**config.mk**
```make
export PLATFORM = sky130hd
export DESIGN_NAME = ssrx_receiver
export DESIGN_NICKNAME = d
export VERILOG_FILES = /design/src/hw/ssrx_pkg.sv /design/src/hw/ssrx_sync3.sv /design/src/hw/ssrx_fifo.sv /design/src/hw/ssrx_receiver.sv
export SDC_FILE = /design/constraint.sdc
export NUM_CORES = 1
export LEC_CHECK = 0
export ABC_AREA = 1
export BUFFER_PORTS_ARGS = -buffer_cell sky130_fd_sc_hd__buf_2
export CORE_MARGIN = 2
export CORE_UTILIZATION = 65
export DETAILED_ROUTE_END_ITERATION = 16
export PLACE_DENSITY = 0.83
export SLEW_MARGIN = 20
export SYNTH_ARGS = -nofsm -noshare
export SYNTH_HDL_FRONTEND = slang
export SYNTH_SLANG_ARGS = --single-unit
```
**constraint.sdc**
```tcl
create_clock -name i_ref_clk -period 4.37 [get_ports i_ref_clk]
set_clock_uncertainty 0.2 [all_clocks]
set_input_delay 0.437 -clock i_ref_clk [delete_from_list [all_inputs] [get_ports i_ref_clk]]
set_output_delay 0.437 -clock i_ref_clk [all_outputs]
set_load 0.03 [all_outputs]
```
**src/hw/ssrx_pkg.sv**
```systemverilog
// Operation
// Master clock is selected baud tick divided by four
// Master samples data at divider value 2
// Master shifts receive register at divider value 3
// Master frame starts at shift strobe after enable
// Master shifts in bit from preceding sample
// Partner changes data on serial clock falling edge
// Master takes a single sample per bit
// Master buffers word, completes on instruction start
// Unread buffer at transfer flags overrun, overwrites
// Master clears receive enable after the frame
// Slave edge-detects external clock on CPU clock
// Slave starts with enable set and clock pulses
// Slave samples data while external clock low
// Slave shifts sampled bit on next shift strobe
// Slave buffers word, completes on instruction start
// Slave keeps enable set, continues on clocks
// Status updates only when receive complete fires
// Frame length from control settings, strobes counted
package ssrx_pkg;

  // ---------------------------------------------------------------
  // Sizes and divider values
  // ---------------------------------------------------------------
  localparam int          SSRX_DATA_W     = 8;
  localparam int          SSRX_FIFO_DEPTH = 16;
  localparam logic [1:0]  SSRX_DIV_LAST   = 2'h3;  // Divide by four
  localparam logic [1:0]  SSRX_SAMPLE_PRE = 2'h1;  // Tick here enters value 2
  localparam logic [1:0]  SSRX_SHIFT_PRE  = 2'h2;  // Tick here enters value 3
  localparam logic [1:0]  SSRX_DIV_RESET  = 2'h0;

  // ---------------------------------------------------------------
  // Reset values
  // ---------------------------------------------------------------
  localparam logic [3:0]  SSRX_BITCNT_RESET = 4'h0;
  localparam logic        SSRX_SCLK_IDLE    = 1'b1;
  localparam logic        SSRX_FLAG_RESET   = 1'b0;
  localparam logic [7:0]  SSRX_WORD_RESET   = 8'h00;

  // ---------------------------------------------------------------
  // Receive state
  // ---------------------------------------------------------------
  typedef enum logic [0:0] {
    SSRX_IDLE = 1'b0,
    SSRX_RECV = 1'b1
  } ssrx_state_t;

endpackage

```
**src/hw/ssrx_sync3.sv**
```systemverilog
`timescale 1ns/1ns
`default_nettype none
module ssrx_sync3 import ssrx_pkg::*; #(
  parameter logic INIT = 1'b1
) (
  input  wire logic i_ref_clk,
  input  wire logic i_nrst,
  input  wire logic i_async,
  output var  logic o_level
);

  logic ff1_reg;
  logic ff2_reg;
  logic ff3_reg;
  logic level_reg;

  // Three stages; the level moves only once stages two and three agree
  always_ff @(posedge i_ref_clk or negedge i_nrst) begin
    if (!i_nrst) begin
      ff1_reg   <= INIT;
      ff2_reg   <= INIT;
      ff3_reg   <= INIT;
      level_reg <= INIT;
    end else begin
      ff1_reg <= i_async;
      ff2_reg <= ff1_reg;
      ff3_reg <= ff2_reg;
      if (ff2_reg == ff3_reg) begin
        level_reg <= ff3_reg;
      end
    end
  end

  assign o_level = level_reg;

endmodule
`default_nettype wire

```
**src/hw/ssrx_fifo.sv**
```systemverilog
`timescale 1ns/1ns
`default_nettype none
module ssrx_fifo import ssrx_pkg::*; #(
  parameter int WIDTH = SSRX_DATA_W,
  parameter int DEPTH = SSRX_FIFO_DEPTH
) (
  input  wire logic             i_ref_clk,
  input  wire logic             i_nrst,
  input  wire logic             i_in_valid,
  output var  logic             o_in_ready,
  input  wire logic [WIDTH-1:0] i_in_data,
  output var  logic             o_out_valid,
  input  wire logic             i_out_ready,
  output var  logic [WIDTH-1:0] o_out_data
);

  // DEPTH must be a power of two so the pointers wrap by themselves
  localparam int AW = $clog2(DEPTH);
  localparam logic [AW:0] FULL_CNT = DEPTH[AW:0];

  logic [WIDTH-1:0] mem_reg [DEPTH];
  logic [AW-1:0]    wptr_reg,  wptr_next;
  logic [AW-1:0]    rptr_reg,  rptr_next;
  logic [AW:0]      count_reg, count_next;
  logic             out_valid_reg, out_valid_next;
  logic [WIDTH-1:0] out_data_reg,  out_data_next;
  logic             push;
  logic             pop;

  // Pointer, fill and output register update
  always_comb begin
    push           = i_in_valid && o_in_ready;
    pop            = (count_reg != '0) && (!out_valid_reg || i_out_ready);
    wptr_next      = push ? wptr_reg + 1'b1 : wptr_reg;
    rptr_next      = pop ? rptr_reg + 1'b1 : rptr_reg;
    count_next     = count_reg + {{AW{1'b0}}, push} - {{AW{1'b0}}, pop};
    out_valid_next = pop ? 1'b1 : (i_out_ready ? 1'b0 : out_valid_reg);
    out_data_next  = pop ? mem_reg[rptr_reg] : out_data_reg;
  end

  always_ff @(posedge i_ref_clk or negedge i_nrst) begin
    if (!i_nrst) begin
      wptr_reg      <= '0;
      rptr_reg      <= '0;
      count_reg     <= '0;
      out_valid_reg <= 1'b0;
      out_data_reg  <= '0;
    end else begin
      wptr_reg      <= wptr_next;
      rptr_reg      <= rptr_next;
      count_reg     <= count_next;
      out_valid_reg <= out_valid_next;
      out_data_reg  <= out_data_next;
    end
  end

  // Storage carries no reset; only valid words are ever read out
  always_ff @(posedge i_ref_clk) begin
    if (push) begin
      mem_reg[wptr_reg] <= i_in_data;
    end
  end

  assign o_in_ready  = (count_reg != FULL_CNT);
  assign o_out_valid = out_valid_reg;
  assign o_out_data  = out_data_reg;

endmodule
`default_nettype wire

```
**src/hw/ssrx_receiver.sv**
```systemverilog
`timescale 1ns/1ns
`default_nettype none
module ssrx_receiver import ssrx_pkg::*; #(
  parameter bit CHANNEL_SIX = 1'b0,
  parameter int DATA_W      = SSRX_DATA_W,
  parameter int FIFO_DEPTH  = SSRX_FIFO_DEPTH
) (
  input  wire logic              i_ref_clk,
  input  wire logic              i_nrst,
  input  wire logic              i_timer3_tick,
  input  wire logic              i_timer4_tick,
  input  wire logic              i_master_mode,
  input  wire logic [3:0]        i_bits_per_frame,
  input  wire logic              i_enable_set,
  input  wire logic              i_enable_clear,
  input  wire logic              i_instruction_start_strobe,
  input  wire logic              i_buffer_read,
  input  wire logic              i_status_clear,
  input  wire logic              i_serial_data_in_pin,
  input  wire logic              i_serial_clock_io_pin,
  output var  logic              o_serial_clock_io_pin,
  output var  logic              o_serial_clock_io_oe,
  output var  logic              o_receive_enable_flag,
  output var  logic [DATA_W-1:0] o_receive_buffer,
  output var  logic              o_buffer_unread,
  output var  logic              o_receive_complete,
  output var  logic              o_overrun_status,
  output var  logic              o_busy,
  output var  logic              o_stream_valid,
  input  wire logic              i_stream_ready,
  output var  logic [DATA_W-1:0] o_stream_data
);

  // ---------------------------------------------------------------
  // Helpers
  // ---------------------------------------------------------------
  // Zero or oversize lengths fall back to the full word
  function automatic logic [3:0] frame_len(input logic [3:0] cfg);
    if (cfg == 4'h0 || cfg > DATA_W[3:0]) begin
      return DATA_W[3:0];
    end
    return cfg;
  endfunction

  // LSB arrives first, so a short frame sits high and is moved down
  function automatic logic [DATA_W-1:0] align(input logic [DATA_W-1:0] w,
                                              input logic [3:0] len);
    return w >> (DATA_W[3:0] - len);
  endfunction

  // ---------------------------------------------------------------
  // Pin synchronisers
  // ---------------------------------------------------------------
  logic clk_lvl;
  logic data_lvl;

  ssrx_sync3 #(.INIT(1'b1)) u_sync_clk (
    .i_ref_clk (i_ref_clk),
    .i_nrst    (i_nrst),
    .i_async   (i_serial_clock_io_pin),
    .o_level   (clk_lvl)
  );

  ssrx_sync3 #(.INIT(1'b1)) u_sync_data (
    .i_ref_clk (i_ref_clk),
    .i_nrst    (i_nrst),
    .i_async   (i_serial_data_in_pin),
    .o_level   (data_lvl)
  );

  // ---------------------------------------------------------------
  // State
  // ---------------------------------------------------------------
  ssrx_state_t       state_reg,    state_next;
  logic [1:0]        div_reg,      div_next;
  logic [3:0]        bitcnt_reg,   bitcnt_next;
  logic [DATA_W-1:0] shift_reg,    shift_next;
  logic [DATA_W-1:0] hold_reg,     hold_next;
  logic [DATA_W-1:0] buffer_reg,   buffer_next;
  logic              sample_reg,   sample_next;
  logic              clk_prev_reg, clk_prev_next;
  logic              enable_reg,   enable_next;
  logic              pending_reg,  pending_next;
  logic              unread_reg,   unread_next;
  logic              complete_reg, complete_next;
  logic              overrun_reg,  overrun_next;
  logic              sclk_reg,     sclk_next;
  logic              baud_tick;
  logic              sample_strobe;
  logic              shift_strobe;
  logic              frame_done;
  logic              transfer;
  logic              fifo_ready;
  logic              fifo_push;
  logic [3:0]        len;

  // Strobes from the divider or from the external clock level and rising edge
  always_comb begin
    baud_tick     = CHANNEL_SIX ? i_timer3_tick : i_timer4_tick;
    len           = frame_len(i_bits_per_frame);
    if (i_master_mode) begin
      sample_strobe = baud_tick && (div_reg == SSRX_SAMPLE_PRE);
      shift_strobe  = baud_tick && (div_reg == SSRX_SHIFT_PRE);
    end else begin
      sample_strobe = !clk_lvl;
      shift_strobe  = clk_lvl && !clk_prev_reg;
    end
  end

  // Frame sequencing, transfer to the buffer and status
  always_comb begin
    state_next    = state_reg;
    div_next      = div_reg;
    bitcnt_next   = bitcnt_reg;
    shift_next    = shift_reg;
    hold_next     = hold_reg;
    buffer_next   = buffer_reg;
    sample_next   = sample_reg;
    clk_prev_next = clk_lvl;
    enable_next   = enable_reg;
    pending_next  = pending_reg;
    unread_next   = unread_reg;
    complete_next = 1'b0;
    overrun_next  = overrun_reg;
    sclk_next     = SSRX_SCLK_IDLE;
    frame_done    = 1'b0;

    // Divider free-runs in master mode so the first strobe is defined
    if (i_master_mode && baud_tick) begin
      div_next = (div_reg == SSRX_DIV_LAST) ? SSRX_DIV_RESET : div_reg + 2'h1;
    end
    // One sample per bit in master mode; slave samples every cycle while clock is low and later ones overwrite, no voting
    if (sample_strobe) begin
      sample_next = data_lvl;
    end

    unique case (state_reg)
      SSRX_IDLE: begin
        // Master waits for a free buffer path so a full FIFO stalls it
        if (i_master_mode && shift_strobe && enable_reg && !pending_reg && fifo_ready) begin
          state_next  = SSRX_RECV;
          bitcnt_next = SSRX_BITCNT_RESET;
        end else if (!i_master_mode && shift_strobe && enable_reg) begin
          shift_next  = {sample_reg, shift_reg[DATA_W-1:1]};
          bitcnt_next = 4'h1;
          if (len == 4'h1) begin
            frame_done = 1'b1;
          end else begin
            state_next = SSRX_RECV;
          end
        end
      end
      SSRX_RECV: begin
        if (shift_strobe) begin
          shift_next  = {sample_reg, shift_reg[DATA_W-1:1]};
          bitcnt_next = bitcnt_reg + 4'h1;
          if (bitcnt_reg + 4'h1 == len) begin
            frame_done = 1'b1;
            state_next = SSRX_IDLE;
          end
        end
      end
    endcase

    // Serial clock is low for values 0 and 1, high for 2 and 3
    if (i_master_mode && state_next == SSRX_RECV) begin
      sclk_next = div_next[1];
    end

    // A finished word waits in the hold register for instruction start
    if (frame_done) begin
      hold_next    = align(shift_next, len);
      pending_next = 1'b1;
    end
    if (frame_done && i_master_mode) begin
      enable_next = 1'b0;
    end
    // Slave leaves enable untouched so further clocks start a new frame
    if (i_enable_clear) begin
      enable_next = 1'b0;
    end
    if (i_enable_set) begin
      enable_next = 1'b1;
    end

    // Transfer, complete pulse and status all fall on one edge
    if (transfer) begin
      buffer_next   = hold_reg;
      complete_next = 1'b1;
      pending_next  = frame_done;
      if (unread_reg || !fifo_ready) begin
        overrun_next = 1'b1;
      end
    end else if (i_status_clear) begin
      overrun_next = 1'b0;
    end
    // New data beats a read in the same cycle
    if (transfer) begin
      unread_next = 1'b1;
    end else if (i_buffer_read) begin
      unread_next = 1'b0;
    end
  end

  assign transfer  = pending_reg && i_instruction_start_strobe;
  assign fifo_push = transfer;

  always_ff @(posedge i_ref_clk or negedge i_nrst) begin
    if (!i_nrst) begin
      state_reg    <= SSRX_IDLE;
      div_reg      <= SSRX_DIV_RESET;
      bitcnt_reg   <= SSRX_BITCNT_RESET;
      shift_reg    <= SSRX_WORD_RESET;
      hold_reg     <= SSRX_WORD_RESET;
      buffer_reg   <= SSRX_WORD_RESET;
      sample_reg   <= 1'b1;
      clk_prev_reg <= 1'b1;
      enable_reg   <= SSRX_FLAG_RESET;
      pending_reg  <= SSRX_FLAG_RESET;
      unread_reg   <= SSRX_FLAG_RESET;
      complete_reg <= SSRX_FLAG_RESET;
      overrun_reg  <= SSRX_FLAG_RESET;
      sclk_reg     <= SSRX_SCLK_IDLE;
    end else begin
      state_reg    <= state_next;
      div_reg      <= div_next;
      bitcnt_reg   <= bitcnt_next;
      shift_reg    <= shift_next;
      hold_reg     <= hold_next;
      buffer_reg   <= buffer_next;
      sample_reg   <= sample_next;
      clk_prev_reg <= clk_prev_next;
      enable_reg   <= enable_next;
      pending_reg  <= pending_next;
      unread_reg   <= unread_next;
      complete_reg <= complete_next;
      overrun_reg  <= overrun_next;
      sclk_reg     <= sclk_next;
    end
  end

  // ---------------------------------------------------------------
  // Stream buffer
  // ---------------------------------------------------------------
  // Slave mode cannot be stalled, so a full FIFO there counts as overrun
  ssrx_fifo #(.WIDTH(DATA_W), .DEPTH(FIFO_DEPTH)) u_fifo (
    .i_ref_clk   (i_ref_clk),
    .i_nrst      (i_nrst),
    .i_in_valid  (fifo_push),
    .o_in_ready  (fifo_ready),
    .i_in_data   (hold_reg),
    .o_out_valid (o_stream_valid),
    .i_out_ready (i_stream_ready),
    .o_out_data  (o_stream_data)
  );

  assign o_serial_clock_io_pin = sclk_reg;
  assign o_serial_clock_io_oe  = i_master_mode;
  assign o_receive_enable_flag = enable_reg;
  assign o_receive_buffer      = buffer_reg;
  assign o_buffer_unread       = unread_reg;
  assign o_receive_complete    = complete_reg;
  assign o_overrun_status      = overrun_reg;
  assign o_busy                = (state_reg == SSRX_RECV) || pending_reg;
endmodule
`default_nettype wire

```
==> run metrics <==
die area 14200 sq um; HP Class in -> reg; vias in the first global route 5988; Final setup viols 0; Initial Util 65.8%; Syn Nets 821; sequential element share of the synthesized area 64.9%; Max Cap Viol 0; Std-Cell Rows 42; syn_area_per_cell 11.0 sq um; WHS 0.0149 ns; DP Wirelength 11900 microns; Worst Path Max Fanout 21; CP endpoint kind flip-flop; Yosys warning count 0; Area Overhead vs Synth 10.8%; post-synthesis cell type count 41; Synth Instances 786; RSZ-0062 raised after global routing false; CTS Buffer Depth 2; final period utilization 70.5%; share of cells above drive strength 1 12.3%; crit path from u_fifo.count_reg[3]; Setup CP Type reg -> reg; crit path cell chain inv_1 > ha_1 > nand4_1 > nand2_1 > inv_1 > ha_1 > inv_1 > ha_1 > fa_1 > a21oi_1 > nor2_1 > nor2_1 > xor2_1; DIE WIDTH 119 microns; number of synthesized flops with an enable pin 128; Pre-Repair DR Iteration Count 6; Max stage delay on crit path 0.44 ns; crit path DAT 3.24 ns; Post CTS Setup Buffer Count 0; root buffer cell clkbuf_16; max reg flops 128; Fin. Hold Viols 0; Die H 119 microns; final net count 853; status finished clean; Max Freq 325 MHz; cell accounting for the most synthesized area edfxtp_1; Pwr Density 677 nW/um^2; fin crit period 3.08 ns; clk_lat worst skew 0.43 ns; I/O pins 41; ant diodes 0; CTS Buf Count 17; ANT nets after route 0; maximum vdd ir drop 0.361 mV; CP required 4.53 ns; Max stage delay cell, worst path fa_1; Startpoint Class flip-flop; Core ar. 13100 sq um; largest net degree at the start of global routing 67; Initial DRC Count 886; path depth of the worst reg2reg path 13; CTS tree yes; first-pass GRT wire length 31300 microns; fin area 9540 sq um; Finished Layout Cells 1007; Rel. slew slack 29.8%; FF-to-FF End u_fifo.count_reg[4]; Yosys reg bits 197; Cell Area, Synth 8610 sq um; Reg2Reg Launch Point u_fifo.count_reg[3]; Post-synth ARST share 35.0%; Clock transition at path regs 0.06 ns; P_leak 0.00383 uW; GR Overflow Total 0; RD Place Congestion 0.849; # port buffers 39; R2R Setup Slk 1.29 ns; last element of the critical path u_fifo.count_reg[4]; TritonCTS Sinks 197; slew at the pin closest to its max-slew limit 1.05 ns; H-tree levels 4; vias per inst 6.19; drt wl/cell 19.6 microns; # resized after CTS 0; via count 6236; Post-Place Cells 970; drt total wl 19800 microns; Setup TNS Final 0 ns; share of the synthesized area in the top cell type 44.6%; Area contributors post-synth edfxtp_1 45%, dfrtp_1 17%, nand2_1 5.8%; gr usage total 29.2%; Slew Viols, Final 0; final routed DRC violation total 0; Post-CTS Hold Fix Bufs 5; antenna violations before repair 0; placed cell area 8890 sq um; dominant synthesized flop cell edfxtp_1
-- routing by layer --
| layer | GRT usage [%] | vias to the layer above | wire, microns |
|---|---|---|---|
| met5 | 0 | - | 0 |
| met3 | 5.32 | 62 | 1490 |
| met1 | 38.5 | 3029 | 7700 |
| met4 | 15.7 | 0 | 751 |
| met2 | 46.6 | 341 | 9840 |
| li1 | - | 2804 | - |
-- cell families (layout without fill, tap and decap cells) --
kind of cell               count (synthesis)  in the layout  synth area share [%]
and+or+nand+nor                          316            316                  16.1
DFF                                      197            197                  64.9
buffers and inverters                     96            141                  4.61
AOI/OAI and AO/OA                        145            145                  10.2
xor gates and xnor gates                  12             12                  1.22
adders and majority gates                 20             20                  2.94
-- power breakdown --
group          switching [uW]  internal (uW)
Combinational            1410            647
Sequential                420           2410
Clock                     656            917
Total                    2480           3970
-- cell type report --
type / count / area, sq um
sequential: 197 / 5580
fill: 841 / 3540
multi-input combinational: 493 / 2630
clock buffer: 24 / 502
timing repair buffer: 47 / 268
inverter: 62 / 243
tap: 176 / 220
clock inverter: 8 / 95.1
-- synthesized netlist by cell type (7+ instances only) --
| cell type | n |
|---|---|
| xor2_1 | 11 |
| nand3_1 | 51 |
| a31oi_1 | 8 |
| and2_1 | 7 |
| clkbuf_1 | 20 |
| nand2_1 | 134 |
| o22ai_1 | 14 |
| nor2_1 | 100 |
| o211ai_1 | 10 |
| ha_1 | 17 |
| o21ai_0 | 78 |
| dfstp_2 | 11 |
| o221ai_1 | 22 |
| buf_2 | 12 |
| dfrtp_1 | 58 |
| edfxtp_1 | 128 |
| nand4_1 | 12 |
| inv_1 | 54 |
-- per-stage QoR --
step | setup slack [ns] | util (%) | power, uW
after floorplan | 1.74 | - | 4170
after global placement | 1.43 | 68.0 | 4670
after detailed placement | 1.33 | 68.0 | 4820
after CTS | 1.31 | 72.9 | 6410
after global routing | 1.07 | 72.9 | 6770
final | 1.29 | 72.9 | 6460
-- worst max-delay path: cells and delay by family, from the launching register on --
| family | cells | cell delay (ns) |
|---|---|---|
| adder cells (fa/ha/maj) | 4 | 1.24 |
| buffers and inverters | 3 | 0.45 |
| AND/OR/NAND/NOR | 4 | 0.40 |
| flip-flops | 1 | 0.39 |
| AO/OA/AOI/OAI | 1 | 0.17 |
| XOR/XNOR | 1 | 0.15 |
-- cell usage in the layout, fill, tap and decap left out, drive strengths merged --
cell type,n
clkbuf,24
inv,59
dfrtp,58
o221ai,22
o22ai,14
nand3,55
xor2,11
dfstp,11
and2,8
o2bb2ai,1
clkinv,8
ha,17
nor2,103
maj3,2
xnor2,1
o21ai,82
a21oi,7
nand4,12
fa,1
nand3b,1
a31oi,8
dlygate4sd3,5
clkinvlp,1
bufinv,2
o211ai,10
nand2,137
o21a,1
edfxtp,128
buf,42
-- how the worst min path moves through the flow --
stage                                           from                 end  cells after the start
after global routing      i_instruction_start_strobe         pending_reg                      2
after detailed placement          u_sync_clk.ff1_reg  u_sync_clk.ff2_reg                      0
final                     i_instruction_start_strobe         pending_reg                      2
after global placement                        i_nrst  u_fifo.rptr_reg[1]                      1
after floorplan                               i_nrst       bitcnt_reg[0]                      0
after CTS                 i_instruction_start_strobe         pending_reg                      2
(Power assumes the default switching activity.)
